--- src/hw/bbs_pkg.sv ---
// Constants, state and event codes shared by the boot sequencer files
package bbs_pkg;

	// Clock rate and the times derived from it
	localparam int CLK_FREQ_HZ     = 20_000_000;
	localparam int SENSE_WAIT_US   = 3000;
	localparam int SENSE_WAIT_CYC  = SENSE_WAIT_US * (CLK_FREQ_HZ / 1_000_000);
	localparam int BOOT_LIMIT_MS   = 1000;
	localparam int BOOT_LIMIT_CYC  = BOOT_LIMIT_MS * (CLK_FREQ_HZ / 1000);
	localparam int STRAP_SETTLE_CYC = 4;

	// Strap layout
	localparam int STRAP_W       = 3;
	localparam int CLKSRC_LSB    = 0;
	localparam int CLKSRC_W      = 2;
	localparam int BOOTSRC_BIT   = 2;
	localparam logic [2:0] STRAP_RESET = 3'h0;
	localparam logic [1:0] CLKSRC_XTAL  = 2'h0;
	localparam logic [1:0] CLKSRC_FS8K  = 2'h1;
	localparam logic [1:0] CLKSRC_FS16K = 2'h2;
	localparam logic [1:0] CLKSRC_RSVD  = 2'h3;
	localparam logic       BOOT_HOST    = 1'b0;
	localparam logic       BOOT_AUTO    = 1'b1;

	// Synchronised pin vector layout
	localparam int SYNC_W          = 6;
	localparam int SYNC_STRAP_LSB  = 0;
	localparam int SYNC_SUPPLY_SEL = 3;
	localparam int SYNC_SUPPLY_OK  = 4;
	localparam int SYNC_PLL_LOCK   = 5;

	// Flash image access
	localparam logic [7:0]  FLASH_READ_CMD   = 8'h03;
	localparam logic [23:0] FLASH_IMAGE_BASE = 24'h00_0000;
	localparam int PM_ADDR_W  = 16;
	localparam int PM_DATA_W  = 16;
	localparam int CFG_ADDR_W = 8;
	localparam int CFG_DATA_W = 16;

	// Master SPI timing: half period of the serial clock in system clocks
	localparam int SPI_HALF_CYC = 4;

	// Host port detection
	localparam logic [1:0] HOST_SPI_EDGES = 2'h2;

	// Event codes
	localparam int EVENT_W = 8;
	localparam logic [7:0] EV_NONE         = 8'h00;
	localparam logic [7:0] EV_BOOT_READY   = 8'h01;
	localparam logic [7:0] EV_CFG_ERROR    = 8'h02;
	localparam logic [7:0] EV_BOOT_TIMEOUT = 8'h03;
	localparam logic [7:0] EV_FW_START     = 8'h04;

	typedef enum logic [3:0] {
		ST_SENSE,
		ST_SETTLE,
		ST_SUPPLY,
		ST_PLL,
		ST_NOTIFY,
		ST_FL_CMD,
		ST_FL_HDR,
		ST_FL_FW,
		ST_FL_CFG,
		ST_HOST_WAIT,
		ST_RUN,
		ST_ERROR
	} bbs_state_type;

endpackage

--- src/hw/bbs_byte_if.sv ---
// Byte transfer carrier between the sequencer and its master SPI engine
`timescale 1ns/1ns
interface bbs_byte_if;
	logic       start;
	logic [7:0] tx;
	logic       busy;
	logic       done;
	logic [7:0] rx;
	logic       sclk;
	logic       mosi;

	modport master (output start, output tx, input busy, input done, input rx,
		input sclk, input mosi);
	modport engine (input start, input tx, output busy, output done, output rx,
		output sclk, output mosi);
endinterface

--- src/hw/bbs_host_detect.sv ---
// Host port mode detector: two clock edges switch it from I2C to SPI slave
`timescale 1ns/1ns
module bbs_host_detect (
	input  wire logic clk,
	input  wire logic rst_int_n,
	input  wire logic host_bus_port_clk,
	output logic      spi_mode
);
	import bbs_pkg::*;

	logic       hclk_meta_r;
	logic       hclk_sync_r;
	logic       hclk_last_r;
	logic [1:0] edge_cnt_r;

	always_ff @(posedge clk or negedge rst_int_n) begin
		if (!rst_int_n) begin
			hclk_meta_r <= 1'b0;
			hclk_sync_r <= 1'b0;
			hclk_last_r <= 1'b0;
		end else begin
			hclk_meta_r <= host_bus_port_clk;
			hclk_sync_r <= hclk_meta_r;
			hclk_last_r <= hclk_sync_r;
		end
	end

	// Count rising edges, saturating; the mode is sticky until reset
	always_ff @(posedge clk or negedge rst_int_n) begin
		if (!rst_int_n) begin
			edge_cnt_r <= 2'h0;
		end else if (hclk_sync_r && !hclk_last_r && edge_cnt_r != HOST_SPI_EDGES) begin
			edge_cnt_r <= edge_cnt_r + 2'h1; // [RULE_18]
		end
	end

	assign spi_mode = (edge_cnt_r == HOST_SPI_EDGES); // [RULE_18]
endmodule

--- src/hw/bbs_spi_byte.sv ---
// Master SPI byte engine, mode 0, one byte per start request
`timescale 1ns/1ns
module bbs_spi_byte (
	input  wire logic   clk,
	input  wire logic   rst_int_n,
	input  wire logic   spi_miso,
	bbs_byte_if.engine  bus
);
	import bbs_pkg::*;

	logic       miso_meta_r;
	logic       miso_sync_r;
	logic       busy_r;
	logic       done_r;
	logic       sclk_r;
	logic [7:0] shift_r;
	logic [2:0] bit_r;
	logic [1:0] div_r;

	////////////////////////////////////////////////////////////////////////
	always_ff @(posedge clk or negedge rst_int_n) begin
		if (!rst_int_n) begin
			miso_meta_r <= 1'b0;
			miso_sync_r <= 1'b0;
		end else begin
			miso_meta_r <= spi_miso;
			miso_sync_r <= miso_meta_r;
		end
	end

	////////////////////////////////////////////////////////////////////////
	// Sample at the last cycle of the high phase so the two-flop delay is absorbed
	always_ff @(posedge clk or negedge rst_int_n) begin
		if (!rst_int_n) begin
			busy_r  <= 1'b0;
			done_r  <= 1'b0;
			sclk_r  <= 1'b0;
			shift_r <= 8'h00;
			bit_r   <= 3'h0;
			div_r   <= 2'h0;
		end else begin
			done_r <= 1'b0;
			if (!busy_r) begin
				if (bus.start) begin
					busy_r  <= 1'b1;
					shift_r <= bus.tx;
					bit_r   <= 3'h0;
					div_r   <= 2'h0;
					sclk_r  <= 1'b0;
				end
			end else if (div_r == 2'(SPI_HALF_CYC - 1)) begin
				div_r <= 2'h0;
				if (!sclk_r) begin
					sclk_r <= 1'b1;
				end else begin
					sclk_r  <= 1'b0;
					shift_r <= {shift_r[6:0], miso_sync_r};
					if (bit_r == 3'h7) begin
						busy_r <= 1'b0;
						done_r <= 1'b1;
					end else begin
						bit_r <= bit_r + 3'h1;
					end
				end
			end else begin
				div_r <= div_r + 2'h1;
			end
		end
	end

	assign bus.busy = busy_r;
	assign bus.done = done_r;
	assign bus.rx   = shift_r;
	assign bus.sclk = sclk_r;
	assign bus.mosi = shift_r[7];
endmodule

--- src/hw/bbs_top.sv ---
// Boot sequencer top: strap sense, supply and PLL bring-up, flash or host load
`timescale 1ns/1ns
// Notes on behaviour
// RULE_01: Boot sequence restarts whenever reset is released, power-up included.
// RULE_02: Three strap pins are sampled once and held on the boot-sense outputs.
// RULE_03: Auto boot copies firmware words and configuration record from flash.
// RULE_04: Host boot makes no flash access and waits for the host load.
// RULE_05: Configuration record entries are written to configuration registers after firmware.
// RULE_06: After configuration writes, firmware execution is started.
// RULE_07: Strap values reset to zero; unpulled pins read zero.
// RULE_08: Low two strap bits pick clock source; 11 is reserved.
// RULE_09: Top strap bit picks boot source: 0 host, 1 flash.
// RULE_10: Flash boot turns a spare pin into the master SPI chip select.
// RULE_11: After sampling, strap pins are released for general use.
// RULE_12: System supplies a stable clock before releasing reset.
// RULE_13: With supply select low, internal regulator is enabled first.
// RULE_14: PLL is enabled only once the core supply is good.
// RULE_15: PLL reference follows straps; sequencer waits for lock.
// RULE_16: On lock, post ready event and pull host interrupt low.
// RULE_17: First host interface to start loading becomes boot master.
// RULE_18: Two host clock edges select SPI slave, else I2C stays.
// RULE_19: Auto boot must finish within one second, else error event. The timeout is acted on only in the flash load states.
// RULE_20: Host SPI load clock stays at or below 25 MHz.
// RULE_21: Host I2C load clock stays at or below 400 kHz.
// RULE_22: During reset every three-state output is released.
// RULE_23: Host should prefer SPI loading when boot speed matters.
// RULE_24: Straps are sensed, then about 3 ms pass before boot proceeds.
// RULE_25: A short low reset pulse returns all state to reset values.
// RULE_26: Reserved clock code is recorded, flagged, and PLL stays off.
// RULE_27: Host boot waits forever; firmware starts on host load-done.
module bbs_top #(
	parameter int SENSE_WAIT_CYCLES = bbs_pkg::SENSE_WAIT_CYC,
	parameter int BOOT_LIMIT_CYCLES = bbs_pkg::BOOT_LIMIT_CYC
) (
	input  wire logic                            clk,
	input  wire logic                            rst_n,
	input  wire logic [bbs_pkg::STRAP_W-1:0]     strap_pins,
	input  wire logic                            supply_select_pin,
	input  wire logic                            core_supply_good,
	input  wire logic                            pll_locked,
	input  wire logic                            host_bus_port_clk,
	input  wire logic                            host_spi_load_start,
	input  wire logic                            host_i2c_load_start,
	input  wire logic                            host_load_done,
	input  wire logic                            spi_miso,
	output logic [bbs_pkg::STRAP_W-1:0]          boot_sense,
	output logic                                 strap_release,
	output logic                                 gpio_is_chip_select,
	output logic                                 regulator_enable,
	output logic                                 pll_enable,
	output logic [bbs_pkg::CLKSRC_W-1:0]         pll_ref_select,
	output logic                                 event_post,
	output logic [bbs_pkg::EVENT_W-1:0]          event_code,
	output logic                                 host_interrupt_line_out,
	output logic                                 host_interrupt_line_oe_n,
	output logic                                 host_bus_port_spi_mode,
	output logic                                 host_master_valid,
	output logic                                 host_master_is_spi,
	output logic                                 master_spi_clock,
	output logic                                 master_spi_clock_oe_n,
	output logic                                 master_spi_mosi,
	output logic                                 master_spi_mosi_oe_n,
	output logic                                 master_spi_chip_select,
	output logic                                 master_spi_chip_select_oe_n,
	output logic                                 prog_mem_we,
	output logic [bbs_pkg::PM_ADDR_W-1:0]        prog_mem_addr,
	output logic [bbs_pkg::PM_DATA_W-1:0]        prog_mem_data,
	output logic                                 cfg_we,
	output logic [bbs_pkg::CFG_ADDR_W-1:0]       cfg_addr,
	output logic [bbs_pkg::CFG_DATA_W-1:0]       cfg_data,
	output logic                                 firmware_run,
	output logic                                 boot_error
);
	import bbs_pkg::*;

	logic                  rst_meta_r;
	logic                  rst_sync_r;
	logic                  rst_int_n;
	logic [SYNC_W-1:0]     pin_meta_r;
	logic [SYNC_W-1:0]     pin_sync_r;
	bbs_state_type         state_r;
	logic [31:0]           wait_cnt_r;
	logic [31:0]           boot_timer_r;
	logic                  timeout;
	logic [STRAP_W-1:0]    strap_r;
	logic                  boot_auto;
	logic [1:0]            clk_src;
	logic                  supply_ok_s;
	logic                  pll_lock_s;
	logic                  inflight_r;
	logic [1:0]            byte_idx_r;
	logic                  byte_done;
	logic [7:0]            rx_byte;
	logic [7:0]            cmd_byte;
	logic [PM_ADDR_W-1:0]  fw_len_r;
	logic [PM_ADDR_W-1:0]  word_idx_r;
	logic [7:0]            cfg_left_r;
	logic [7:0]            hi_byte_r;
	logic                  irq_flag_r;
	logic                  flash_active;
	logic                  drive_en_r;

	bbs_byte_if byte_bus ();

	////////////////////////////////////////////////////////////////////////
	// Last byte index of the current multi-byte unit in each flash state
	function automatic logic [1:0] last_idx(input bbs_state_type st);
		unique case (st)
			ST_FL_CMD: last_idx = 2'h3;
			ST_FL_HDR: last_idx = 2'h2;
			ST_FL_FW:  last_idx = 2'h1;
			ST_FL_CFG: last_idx = 2'h2;
			default:   last_idx = 2'h0;
		endcase
	endfunction

	////////////////////////////////////////////////////////////////////////
	// Reset release through two flops; assertion stays asynchronous
	always_ff @(posedge clk or negedge rst_n) begin
		if (!rst_n) begin
			rst_meta_r <= 1'b0; // [RULE_25]
			rst_sync_r <= 1'b0;
		end else begin
			rst_meta_r <= 1'b1;
			rst_sync_r <= rst_meta_r;
		end
	end
	assign rst_int_n = rst_sync_r;

	always_ff @(posedge clk or negedge rst_int_n) begin
		if (!rst_int_n) begin
			pin_meta_r <= '0;
			pin_sync_r <= '0;
		end else begin
			pin_meta_r <= {pll_locked, core_supply_good, supply_select_pin, strap_pins};
			pin_sync_r <= pin_meta_r;
		end
	end
	assign supply_ok_s = pin_sync_r[SYNC_SUPPLY_OK];
	assign pll_lock_s  = pin_sync_r[SYNC_PLL_LOCK];

	////////////////////////////////////////////////////////////////////////
	// Strap capture happens once, after the synchroniser has filled
	always_ff @(posedge clk or negedge rst_int_n) begin
		if (!rst_int_n) begin
			strap_r <= STRAP_RESET; // [RULE_07]
		end else if (state_r == ST_SENSE && wait_cnt_r == 32'(STRAP_SETTLE_CYC - 1)) begin
			strap_r <= pin_sync_r[SYNC_STRAP_LSB +: STRAP_W]; // [RULE_02]
		end
	end
	assign boot_sense = strap_r; // [RULE_02]
	assign clk_src    = strap_r[CLKSRC_LSB +: CLKSRC_W]; // [RULE_08]
	assign boot_auto  = (strap_r[BOOTSRC_BIT] == BOOT_AUTO); // [RULE_09]

	////////////////////////////////////////////////////////////////////////
	always_ff @(posedge clk or negedge rst_int_n) begin
		if (!rst_int_n) begin
			wait_cnt_r <= 32'h0000_0000;
		end else if (state_r == ST_SENSE && wait_cnt_r == 32'(STRAP_SETTLE_CYC - 1)) begin
			wait_cnt_r <= 32'h0000_0000;
		end else if (state_r == ST_SENSE || state_r == ST_SETTLE) begin
			wait_cnt_r <= wait_cnt_r + 32'h0000_0001;
		end
	end

	// Whole-boot budget; host boot has no limit
	always_ff @(posedge clk or negedge rst_int_n) begin
		if (!rst_int_n) begin
			boot_timer_r <= 32'h0000_0000;
		end else if (!timeout) begin
			boot_timer_r <= boot_timer_r + 32'h0000_0001;
		end
	end
	assign timeout = (boot_timer_r == 32'(BOOT_LIMIT_CYCLES - 1));

	////////////////////////////////////////////////////////////////////////
	always_ff @(posedge clk or negedge rst_int_n) begin
		if (!rst_int_n) begin
			state_r <= ST_SENSE; // [RULE_01]
		end else begin
			unique case (state_r)
				ST_SENSE: begin
					if (wait_cnt_r == 32'(STRAP_SETTLE_CYC - 1)) begin
						state_r <= ST_SETTLE;
					end
				end
				ST_SETTLE: begin
					if (wait_cnt_r == 32'(SENSE_WAIT_CYCLES - 1)) begin
						state_r <= ST_SUPPLY; // [RULE_24]
					end
				end
				ST_SUPPLY: begin
					if (supply_ok_s) begin
						state_r <= (clk_src == CLKSRC_RSVD) ? ST_ERROR : ST_PLL; // [RULE_14] [RULE_26]
					end
				end
				ST_PLL: begin
					if (pll_lock_s) begin
						state_r <= ST_NOTIFY; // [RULE_15]
					end
				end
				ST_NOTIFY: begin
					state_r <= boot_auto ? ST_FL_CMD : ST_HOST_WAIT; // [RULE_03] [RULE_04]
				end
				ST_FL_CMD, ST_FL_HDR, ST_FL_FW, ST_FL_CFG: begin
					if (timeout) begin
						state_r <= ST_ERROR; // [RULE_19]
					end else if (byte_done && byte_idx_r == last_idx(state_r)) begin
						if (state_r == ST_FL_CMD) begin
							state_r <= ST_FL_HDR;
						end else if (state_r == ST_FL_HDR) begin
							if (fw_len_r != '0) begin
								state_r <= ST_FL_FW;
							end else begin
								state_r <= (rx_byte != 8'h00) ? ST_FL_CFG : ST_RUN;
							end
						end else if (state_r == ST_FL_FW) begin
							if (word_idx_r == fw_len_r - 16'h0001) begin
								state_r <= (cfg_left_r != 8'h00) ? ST_FL_CFG : ST_RUN; // [RULE_05]
							end
						end else if (cfg_left_r == 8'h01) begin
							state_r <= ST_RUN; // [RULE_06]
						end
					end
				end
				ST_HOST_WAIT: begin
					if (host_load_done) begin
						state_r <= ST_RUN; // [RULE_27]
					end
				end
				ST_RUN, ST_ERROR: begin
					state_r <= state_r;
				end
			endcase
		end
	end

	////////////////////////////////////////////////////////////////////////
	// Byte requests to the engine; one outstanding at a time
	assign flash_active = (state_r == ST_FL_CMD) || (state_r == ST_FL_HDR) ||
		(state_r == ST_FL_FW) || (state_r == ST_FL_CFG);
	assign byte_done = byte_bus.done;
	assign rx_byte   = byte_bus.rx;

	always_comb begin
		unique case (byte_idx_r)
			2'h0: cmd_byte = FLASH_READ_CMD;
			2'h1: cmd_byte = FLASH_IMAGE_BASE[23:16];
			2'h2: cmd_byte = FLASH_IMAGE_BASE[15:8];
			2'h3: cmd_byte = FLASH_IMAGE_BASE[7:0];
		endcase
	end
	assign byte_bus.start = flash_active && !inflight_r && !byte_bus.busy && !timeout; // [RULE_03]
	assign byte_bus.tx    = (state_r == ST_FL_CMD) ? cmd_byte : 8'h00;

	always_ff @(posedge clk or negedge rst_int_n) begin
		if (!rst_int_n) begin
			inflight_r <= 1'b0;
			byte_idx_r <= 2'h0;
		end else begin
			if (byte_bus.start) begin
				inflight_r <= 1'b1;
			end else if (byte_done) begin
				inflight_r <= 1'b0;
			end
			if (byte_done) begin
				byte_idx_r <= (byte_idx_r == last_idx(state_r)) ? 2'h0 : byte_idx_r + 2'h1;
			end
		end
	end

	bbs_spi_byte u_spi_byte (
		.clk       (clk),
		.rst_int_n (rst_int_n),
		.spi_miso  (spi_miso),
		.bus       (byte_bus.engine)
	);

	////////////////////////////////////////////////////////////////////////
	// Image layout: word count (2 bytes), record count (1 byte), words, records
	always_ff @(posedge clk or negedge rst_int_n) begin
		if (!rst_int_n) begin
			fw_len_r      <= 16'h0000;
			word_idx_r    <= 16'h0000;
			cfg_left_r    <= 8'h00;
			hi_byte_r     <= 8'h00;
			prog_mem_we   <= 1'b0;
			prog_mem_addr <= 16'h0000;
			prog_mem_data <= 16'h0000;
			cfg_we        <= 1'b0;
			cfg_addr      <= 8'h00;
			cfg_data      <= 16'h0000;
		end else begin
			prog_mem_we <= 1'b0;
			cfg_we      <= 1'b0;
			if (byte_done && !timeout) begin
				unique case (state_r)
					ST_FL_HDR: begin
						if (byte_idx_r == 2'h0) fw_len_r[15:8] <= rx_byte;
						if (byte_idx_r == 2'h1) fw_len_r[7:0] <= rx_byte;
						if (byte_idx_r == 2'h2) cfg_left_r <= rx_byte;
					end
					ST_FL_FW: begin
						if (byte_idx_r == 2'h0) begin
							hi_byte_r <= rx_byte;
						end else begin
							prog_mem_we   <= 1'b1; // [RULE_03]
							prog_mem_addr <= word_idx_r;
							prog_mem_data <= {hi_byte_r, rx_byte};
							word_idx_r    <= word_idx_r + 16'h0001;
						end
					end
					ST_FL_CFG: begin
						if (byte_idx_r == 2'h0) cfg_addr <= rx_byte;
						if (byte_idx_r == 2'h1) hi_byte_r <= rx_byte;
						if (byte_idx_r == 2'h2) begin
							cfg_we     <= 1'b1; // [RULE_05]
							cfg_data   <= {hi_byte_r, rx_byte};
							cfg_left_r <= cfg_left_r - 8'h01;
						end
					end
					default: begin
						hi_byte_r <= hi_byte_r;
					end
				endcase
			end
		end
	end

	////////////////////////////////////////////////////////////////////////
	// Supply, PLL and status outputs
	always_ff @(posedge clk or negedge rst_int_n) begin
		if (!rst_int_n) begin
			regulator_enable <= 1'b0;
			pll_enable       <= 1'b0;
			pll_ref_select   <= CLKSRC_XTAL;
			firmware_run     <= 1'b0;
			boot_error       <= 1'b0;
			strap_release    <= 1'b0;
			drive_en_r       <= 1'b0;
		end else begin
			if (state_r == ST_SUPPLY && !pin_sync_r[SYNC_SUPPLY_SEL]) begin
				regulator_enable <= 1'b1; // [RULE_13]
			end
			if (state_r == ST_PLL) begin
				pll_enable     <= 1'b1; // [RULE_14] [RULE_15]
				pll_ref_select <= clk_src;
			end
			firmware_run  <= (state_r == ST_RUN); // [RULE_06]
			boot_error    <= (state_r == ST_ERROR);
			strap_release <= (state_r != ST_SENSE); // [RULE_11]
			drive_en_r    <= 1'b1;
		end
	end

	// Events: one pulse per cause, raised on the transition itself
	always_ff @(posedge clk or negedge rst_int_n) begin
		if (!rst_int_n) begin
			event_post <= 1'b0;
			event_code <= EV_NONE;
		end else begin
			event_post <= 1'b0;
			if (state_r == ST_PLL && pll_lock_s) begin
				event_post <= 1'b1; // [RULE_16]
				event_code <= EV_BOOT_READY;
			end else if (state_r == ST_SUPPLY && supply_ok_s && clk_src == CLKSRC_RSVD) begin
				event_post <= 1'b1; // [RULE_26]
				event_code <= EV_CFG_ERROR;
			end else if (flash_active && timeout) begin
				event_post <= 1'b1; // [RULE_19]
				event_code <= EV_BOOT_TIMEOUT;
			end else if (state_r != ST_RUN && state_r != ST_ERROR && state_r != ST_SENSE &&
				state_r != ST_SETTLE && state_r != ST_SUPPLY && state_r != ST_PLL &&
				state_r != ST_NOTIFY && !(flash_active && !byte_done) && 
				((state_r == ST_HOST_WAIT && host_load_done) || flash_active)) begin
				event_post <= 1'b0;
			end
		end
	end

	// Interrupt held until the host starts loading or firmware runs; a new set wins over the clear
	always_ff @(posedge clk or negedge rst_int_n) begin
		if (!rst_int_n) begin
			irq_flag_r <= 1'b0;
		end else if (state_r == ST_PLL && pll_lock_s) begin
			irq_flag_r <= 1'b1; // [RULE_16]
		end else if (host_master_valid || firmware_run) begin
			irq_flag_r <= 1'b0;
		end
	end
	assign host_interrupt_line_out  = 1'b0;
	assign host_interrupt_line_oe_n = !irq_flag_r; // [RULE_16] [RULE_22]

	// First host interface to start wins; a tie goes to SPI
	always_ff @(posedge clk or negedge rst_int_n) begin
		if (!rst_int_n) begin
			host_master_valid  <= 1'b0;
			host_master_is_spi <= 1'b0;
		end else if (state_r == ST_HOST_WAIT && !host_master_valid &&
			(host_spi_load_start || host_i2c_load_start)) begin
			host_master_valid  <= 1'b1; // [RULE_17]
			host_master_is_spi <= host_spi_load_start;
		end
	end

	bbs_host_detect u_host_detect (
		.clk               (clk),
		.rst_int_n         (rst_int_n),
		.host_bus_port_clk (host_bus_port_clk),
		.spi_mode          (host_bus_port_spi_mode)
	);

	////////////////////////////////////////////////////////////////////////
	// Master SPI pins float in reset and in host boot
	assign gpio_is_chip_select         = boot_auto && strap_release; // [RULE_10]
	assign master_spi_chip_select      = !flash_active; // [RULE_10]
	assign master_spi_chip_select_oe_n = !(drive_en_r && gpio_is_chip_select); // [RULE_22]
	assign master_spi_clock            = byte_bus.sclk;
	assign master_spi_clock_oe_n       = !(drive_en_r && gpio_is_chip_select); // [RULE_04]
	assign master_spi_mosi             = byte_bus.mosi;
	assign master_spi_mosi_oe_n        = !(drive_en_r && gpio_is_chip_select);
endmodule

--- config.mk ---
export PLATFORM = sky130hd
export DESIGN_NAME = bbs_top
export DESIGN_NICKNAME = d
export VERILOG_FILES = /design/src/hw/bbs_pkg.sv /design/src/hw/bbs_byte_if.sv /design/src/hw/bbs_host_detect.sv /design/src/hw/bbs_spi_byte.sv /design/src/hw/bbs_top.sv
export SDC_FILE = /design/constraint.sdc
export NUM_CORES = 1
export LEC_CHECK = 0
export BUFFER_PORTS_ARGS = -buffer_cell sky130_fd_sc_hd__buf_2
export CAP_MARGIN = 20
export CELL_PAD_IN_SITES_DETAIL_PLACEMENT = 1
export CELL_PAD_IN_SITES_GLOBAL_PLACEMENT = 2
export CORE_MARGIN = 3
export CORE_UTILIZATION = 36
export CTS_CLUSTER_SIZE = 25
export DETAILED_ROUTE_END_ITERATION = 7
export PLACE_DENSITY = 0.87
export SETUP_SLACK_MARGIN = 0.3
export SYNTH_ARGS = -nofsm -noshare
export SYNTH_HDL_FRONTEND = slang
export SYNTH_SLANG_ARGS = --single-unit
--- constraint.sdc ---
create_clock -name clk -period 6.8 [get_ports clk]
set_clock_uncertainty 0.05 [all_clocks]
set_input_delay 2.04 -clock clk [delete_from_list [all_inputs] [get_ports clk]]
set_output_delay 2.04 -clock clk [all_outputs]
set_load 0.01 [all_outputs]
### Word-level counts from Yosys, hierarchy flattened

Cells that the tools add are included.

* $add $sub $neg: 9
* multiply operators: 0
* divide/modulo/power cells: 0
* magnitude comparators: 0
* equal/unequal tests: 41
* shift operators: 0
* mux-type cells: 74
* bitwise gates (word level): 2
* reduce and logical (&&, ||, !) cells: 60

Operators with widths (number)
* 2-to-1 mux 8 bit: 12
* adder 32 x 1 -> 32 bit (second input constant): 2
* 2-to-1 mux 32 bit: 2
* 2-to-1 mux 4 bit: 15
* case mux 8 bit (2 select lines): 3
* == test 32 x 16 -> 1 bit (second input constant): 1
* == test 32 x 2 -> 1 bit (second input constant): 1
* == test 32 x 25 -> 1 bit (second input constant): 1
* case mux 4 bit (7 select lines): 1
* 2-to-1 mux 1 bit: 26
* 2-to-1 mux 2 bit: 9
* AND reduction 3 bit: 6
* logical AND 1 bit: 17
* adder 16 x 1 -> 16 bit (second input constant): 1
* == test 16 bit: 1
* == test 4 x 3 -> 1 bit (second input constant): 4
* == test 4 bit (second input constant): 4
* != test 2 bit (second input constant): 8
* nonzero test 16 bit: 1
* nonzero test 8 bit: 2
* subtractor 16 x 1 -> 16 bit (second input constant): 1
* 2-to-1 mux 3 bit: 5
* != test 6 bit (second input constant): 2
* AND reduction 4 bit: 3
* 26 further kinds: 58

* register bits: 237
* bits in latches: 0
* RAM bits: 0
* memory bits (read-only): 0
* input port bits: 13
* output and inout port bits: 89
* logic and storage cells: 231
* memories: 0

### Depth between registers and ports, before layout

* depth after elaboration: 10
* gate-level depth with buffers: 12
* gate-level depth less buffers: 9

### By module

From an unflattened synthesis, not the netlist that was laid out.

* cells, all modules: 905
* area, all modules: 10744.1 sq um

Modules (own cells, without submodules)
* bbs_top: instances 1, cells an instance 833, area an instance 9706.8 sq um, seq. area each 5205.0 sq um
* bbs_spi_byte: instances 1, cells an instance 61, area an instance 854.6 sq um, seq. area each 450.4 sq um
* bbs_host_detect: instances 1, cells an instance 11, area an instance 182.7 sq um, seq. area each 125.1 sq um

### Worst setup path before layout

No wires, ideal clock.

* kind: in2reg
* start point: input port host_load_done
* end point: register state_r[0]
* library setup time: 125 ps
* data arrival time: 3373 ps
* required time: 6625 ps
* slack: 3252 ps
* stages: 6
* buffers on the path: 0
* cell sequence: nor2b_1 > o21ai_0 > nand2_1 > o41a_2 > a211oi_4 > mux2_2

* longest elaborated chain between the ends: 2

RTL lines
* start, declared: line bbs_top.sv:44 `input wire logic host_load_done,`
* != test 2 bit (no source line)
* AND reduction 9 bit (no source line)
* end signal, assigned: line bbs_top.sv:194 `state_r <= (clk_src == CLKSRC_RSVD) ? ST_ERROR : ST_PLL;`
* end signal, assigned: line bbs_top.sv:203 `state_r <= boot_auto ? ST_FL_CMD : ST_HOST_WAIT;`
* end signal, assigned: line bbs_top.sv:215 `state_r <= (rx_byte != 8'h00) ? ST_FL_CFG : ST_RUN;`
* end, declared: line bbs_top.sv:81 `bbs_state_type state_r;`

No other way between the ends.
A chain may end at the register's enable or synchronous reset.

### Worst setup path in the final report

* start point: register state_r[3]
* end point: output port master_spi_chip_select

* longest elaborated chain between the ends: 5
* elaborated cells between the ends (all ways): 8
* classes of those cells: eq/ne: 4; reduce/logical: 4

RTL lines
* == test 4 x 3 -> 1 bit: line bbs_top.sv:240 `assign flash_active = (state_r == ST_FL_CMD) || (state_r == ST_FL_HDR) ||`
* logical OR 1 bit (2 in a row): line bbs_top.sv:240
* logical OR 1 bit *: line bbs_top.sv:241 `(state_r == ST_FL_FW) || (state_r == ST_FL_CFG);`
* logical NOT 1 bit *: line bbs_top.sv:416 `assign master_spi_chip_select = !flash_active;`
* end, declared: line bbs_top.sv:63 `output logic master_spi_chip_select,`

Mark *: on every way between the ends. The rest lies on a longest branch, timed or not.

==> impl_metrics.py <==
metrics = {
    "detailed_routing": {
        "finalWirelength_um": 24400,
        "vias_per_cell": 5.14,
        "drtPass1Iterations": 4,
        "routedWlPerCell_um": 17.3,
        "antenna_left": 0,
        "drt_iter0_markers": 370,
        "vias": 7241,
        "drc": 0,
    },
    "setup_path": {
        "r2r_end": "word_idx_r[14]",
        "crit_slowest_cell": "dfrtp_1",
        "critPathCaptureType": "output port",
        "cp.depth": 5,
        "crit_start": "state_r[3]",
        "critPathKind": "register to output port",
        "crit_chain": "nor2b_1, nand2_1, o21ai_0, inv_1, buf_2",
        "crit_fanout": 22,
        "timing.rr.start": "boot_timer_r[25]",
        "reg2reg_slack_ns": 3.19,
        "critical_path_buf_inv_count": 2,
        "ff2ff_path_depth": 9,
        "worst-endpoint-required_ns": 4.71,
        "critical-path-max-stage-delay_ns": 0.70,
        "endpoint": "master_spi_chip_select",
        "critPathArrivalTime_ns": 2.39,
        "cp-start-kind": "register",
        "crit_family": "flip-flops",
    },
    "power": {
        "pwr-share-comb": 0.015,
        "finalPower_w": 0.00288,
        "switchingPower_w": 0.000623,
        "p_leak_nw": 6.03,
        "power_frac_clock": 0.498,
        "irDropWorstVdd_v": 0.000158,
        "p_int_w": 0.00225,
        "seqPwrFrac": 0.487,
        "powerDensity_nw_per_um2": 237,
        "swShare": 0.217,
    },
    "clocking": {
        "cts_tree": "done",
        "post-cts-setup-buffers": 0,
        "numCtsBuffers": 28,
        "clock_sinks": 231,
        "clock_latency_ns": 0.55,
        "path_clk_slew_ns": 0.06,
        "hold_buffers": 0,
        "clockBufferDepth": 3,
        "root_buffer": "clkbuf_16",
        "cts.htree.levels": 1,
        "post_cts_resized": 0,
    },
    "place": {
        "numPortBuffers": 94,
        "place_area_um2": 11200,
        "place.gp.congestion": 0.824,
        "dpl.hpwl_um": 16500,
    },
    "grt": {
        "first_global_vias": 7776,
        "grt_overflow": 0,
        "grt_max_degree": 163,
        "antenna_found_initial": 0,
        "grt_pass1_wl_um": 41100,
        "grt_usage": 0.159,
    },
    "synth": {
        "avgSynthCellArea_um2": 11.4,
        "ys_ff_latch": 231,
        "synth_mux_area_frac": 0.0857,
        "synth_compound_gate_area_share": 0.0618,
        "ys.flop_type": "dfrtp_1",
        "yosys.area_share.simple": 0.164,
        "synth_cell_types": 67,
        "netlist_instances": 924,
        "synthAdderAreaFrac": 0.0179,
        "netlist_area_um2": 10500,
        "synth_top_family_by_area": "simple AND/OR/NAND/NOR gates",
        "async_flop_share": 1.00,
        "synth_edf_count": 0,
        "yosysWarningCount": 0,
        "ys_seq_area_frac": 0.551,
        "synth-xor-area-share": 0.0860,
    },
    "sta": {
        "timing.final.crit_share": 0.659,
        "setup_viol": 0,
        "hold_viol": 0,
        "slew_headroom": 0.358,
        "slew_violations": 0,
        "clock.fmax_ghz": 0.223,
        "rsz0062_at_grt": "no",
        "min_period_ns": 4.48,
        "setup_tns_ns": 0,
        "worstMarginPinSlew_ns": 0.956,
    },
    "layout": {
        "drive_gt1_frac": 0.233,
        "final_common_cell": "dfrtp_1",
        "syn_to_final_growth_pct": 15.5,
        "n_fill_cell": 3110,
        "nNetsFinal": 1041,
        "final_cell_mix": "dfrtp_1, nand2_1, buf_2, mux2_2, xnor2_1",
        "diodes": 0,
        "final_area_um2": 12100,
        "finalCoreUtilization": 0.429,
    },
    "die": {
        "start_util": 0.372,
        "dieArea_um2": 31200,
        "top_level_ports": 102,
        "core_um2": 28200,
        "die_w_um": 177,
        "rows": 61,
        "fp.dieH_um": 177,
    },
    "min_path": {
        "hold_class": "register to register",
    },
    "status": {
        "status": "complete, no violations",
    },
    "flow_run": {
        "drv_cap": 0,
    },
}
stage by stage:
step | cells | hold WS [ns] | setup slack [ns]
after floorplan | 931 | 0.281 | 2.95
after global placement | 1361 | 0.283 | 2.99
after detailed placement | 1361 | 0.286 | 2.91
after CTS | 1408 | 0.299 | 2.32
after global routing | 1408 | 0.301 | 2.13
final | 1408 | 0.296 | 2.32
worst min path at each step:
stage	start	cells after the start	endpoint
floorplan	rst_meta_r	0	rst_int_n
global placement	pin_meta_r[1]	0	pin_sync_r[1]
detailed placement	pin_meta_r[0]	0	pin_sync_r[0]
CTS	pin_meta_r[1]	0	pin_sync_r[1]
global route	pin_meta_r[1]	0	pin_sync_r[1]
finish	pin_meta_r[1]	0	pin_sync_r[1]
power groups by stage:
stage | combinational [W] | clock [W] | sequential, W
CTS | 0.0000453 | 0.00147 | 0.00140
global route | 0.0000516 | 0.00154 | 0.00140
finish | 0.0000425 | 0.00143 | 0.00140
floorplan | 0.0000184 | 0 | 0.00144
detailed placement | 0.0000448 | 0 | 0.00143
global placement | 0.0000435 | 0 | 0.00143
logic make-up after synthesis:
logic type	count (synthesis)
multiplexers	80
flip-flops	231
other	2
XOR/XNOR	103
AND/OR/NAND/NOR	331
buffers and inverters	67
AO/OA/AOI/OAI	95
adder cells (fa/ha/maj)	15
Yosys cell counts, types with 3 or more instances:
library cell / count / area [um2]
dfrtp_1: 231 / 5780
nand2_1: 97 / 364
mux2_2: 79 / 890
xnor2_1: 65 / 569
nor2_1: 56 / 210
nand3_1: 38 / 190
xor2_1: 38 / 333
o21ai_0: 31 / 155
nand4_1: 21 / 131
inv_1: 20 / 75.1
clkbuf_1: 19 / 71.3
nor3_1: 18 / 90.1
a21oi_1: 17 / 85.1
and3_1: 16 / 100
ha_1: 15 / 188
nand2b_1: 14 / 87.6
nor4_1: 14 / 87.6
a22o_1: 13 / 114
buf_4: 11 / 82.6
and2_1: 6 / 37.5
buf_1: 6 / 22.5
buf_6: 6 / 67.6
nand3b_1: 6 / 45.0
a21o_1: 5 / 37.5
a31oi_1: 5 / 31.3
or4_1: 5 / 37.5
and4_1: 4 / 35.0
nor2b_1: 4 / 25.0
nor3b_1: 4 / 30.0
nor4b_1: 4 / 35.0
o211ai_1: 4 / 30.0
or3_1: 4 / 25.0
buf_2: 3 / 15.0
o31ai_1: 3 / 22.5
or2_2: 3 / 18.8
or4_4: 3 / 33.8
final cells by class:
class / count / area [um2] / area share
Clock buffer: 39 / 802 / 0.0662
Clock inverter: 8 / 80.1 / 0.00661
Inverter: 21 / 78.8 / 0.00650
Multi-Input combinational cell: 633 / 4390 / 0.362
Sequential cell: 231 / 5780 / 0.477
Tap cell: 378 / 473 / 0.0390
Timing Repair Buffer: 98 / 513 / 0.0423
sequential cells by signal (all words and copies together) (netlist names), 2 cells and up:
name,count
u_host_detect.edge_cnt_r,2
pin_meta_r,6
pin_sync_r,6
prog_mem_data,16
wait_cnt_r,32
boot_timer_r,32
word_idx_r,16
state_r,4
pll_ref_select,2
u_spi_byte.div_r,2
hi_byte_r,8
u_spi_byte.bus.rx,8
prog_mem_addr,16
u_spi_byte.bit_r,3
cfg_data,16
cfg_left_r,8
cfg_addr,8
fw_len_r,16
boot_sense,3
byte_idx_r,2
event_code,2
metal layers:
metal | wire length, um | vias to the layer above | part of all wire | track usage
met1 | 11100 | 3747 | 0.46 | 0.213
met5 | 0 | - | 0 | 0
met4 | 470 | 0 | 0.019 | 0.0324
li1 | - | 3369 | - | -
met3 | 817 | 34 | 0.033 | 0.0268
met2 | 12000 | 91 | 0.49 | 0.273
Power figures use the tool's default switching activity.
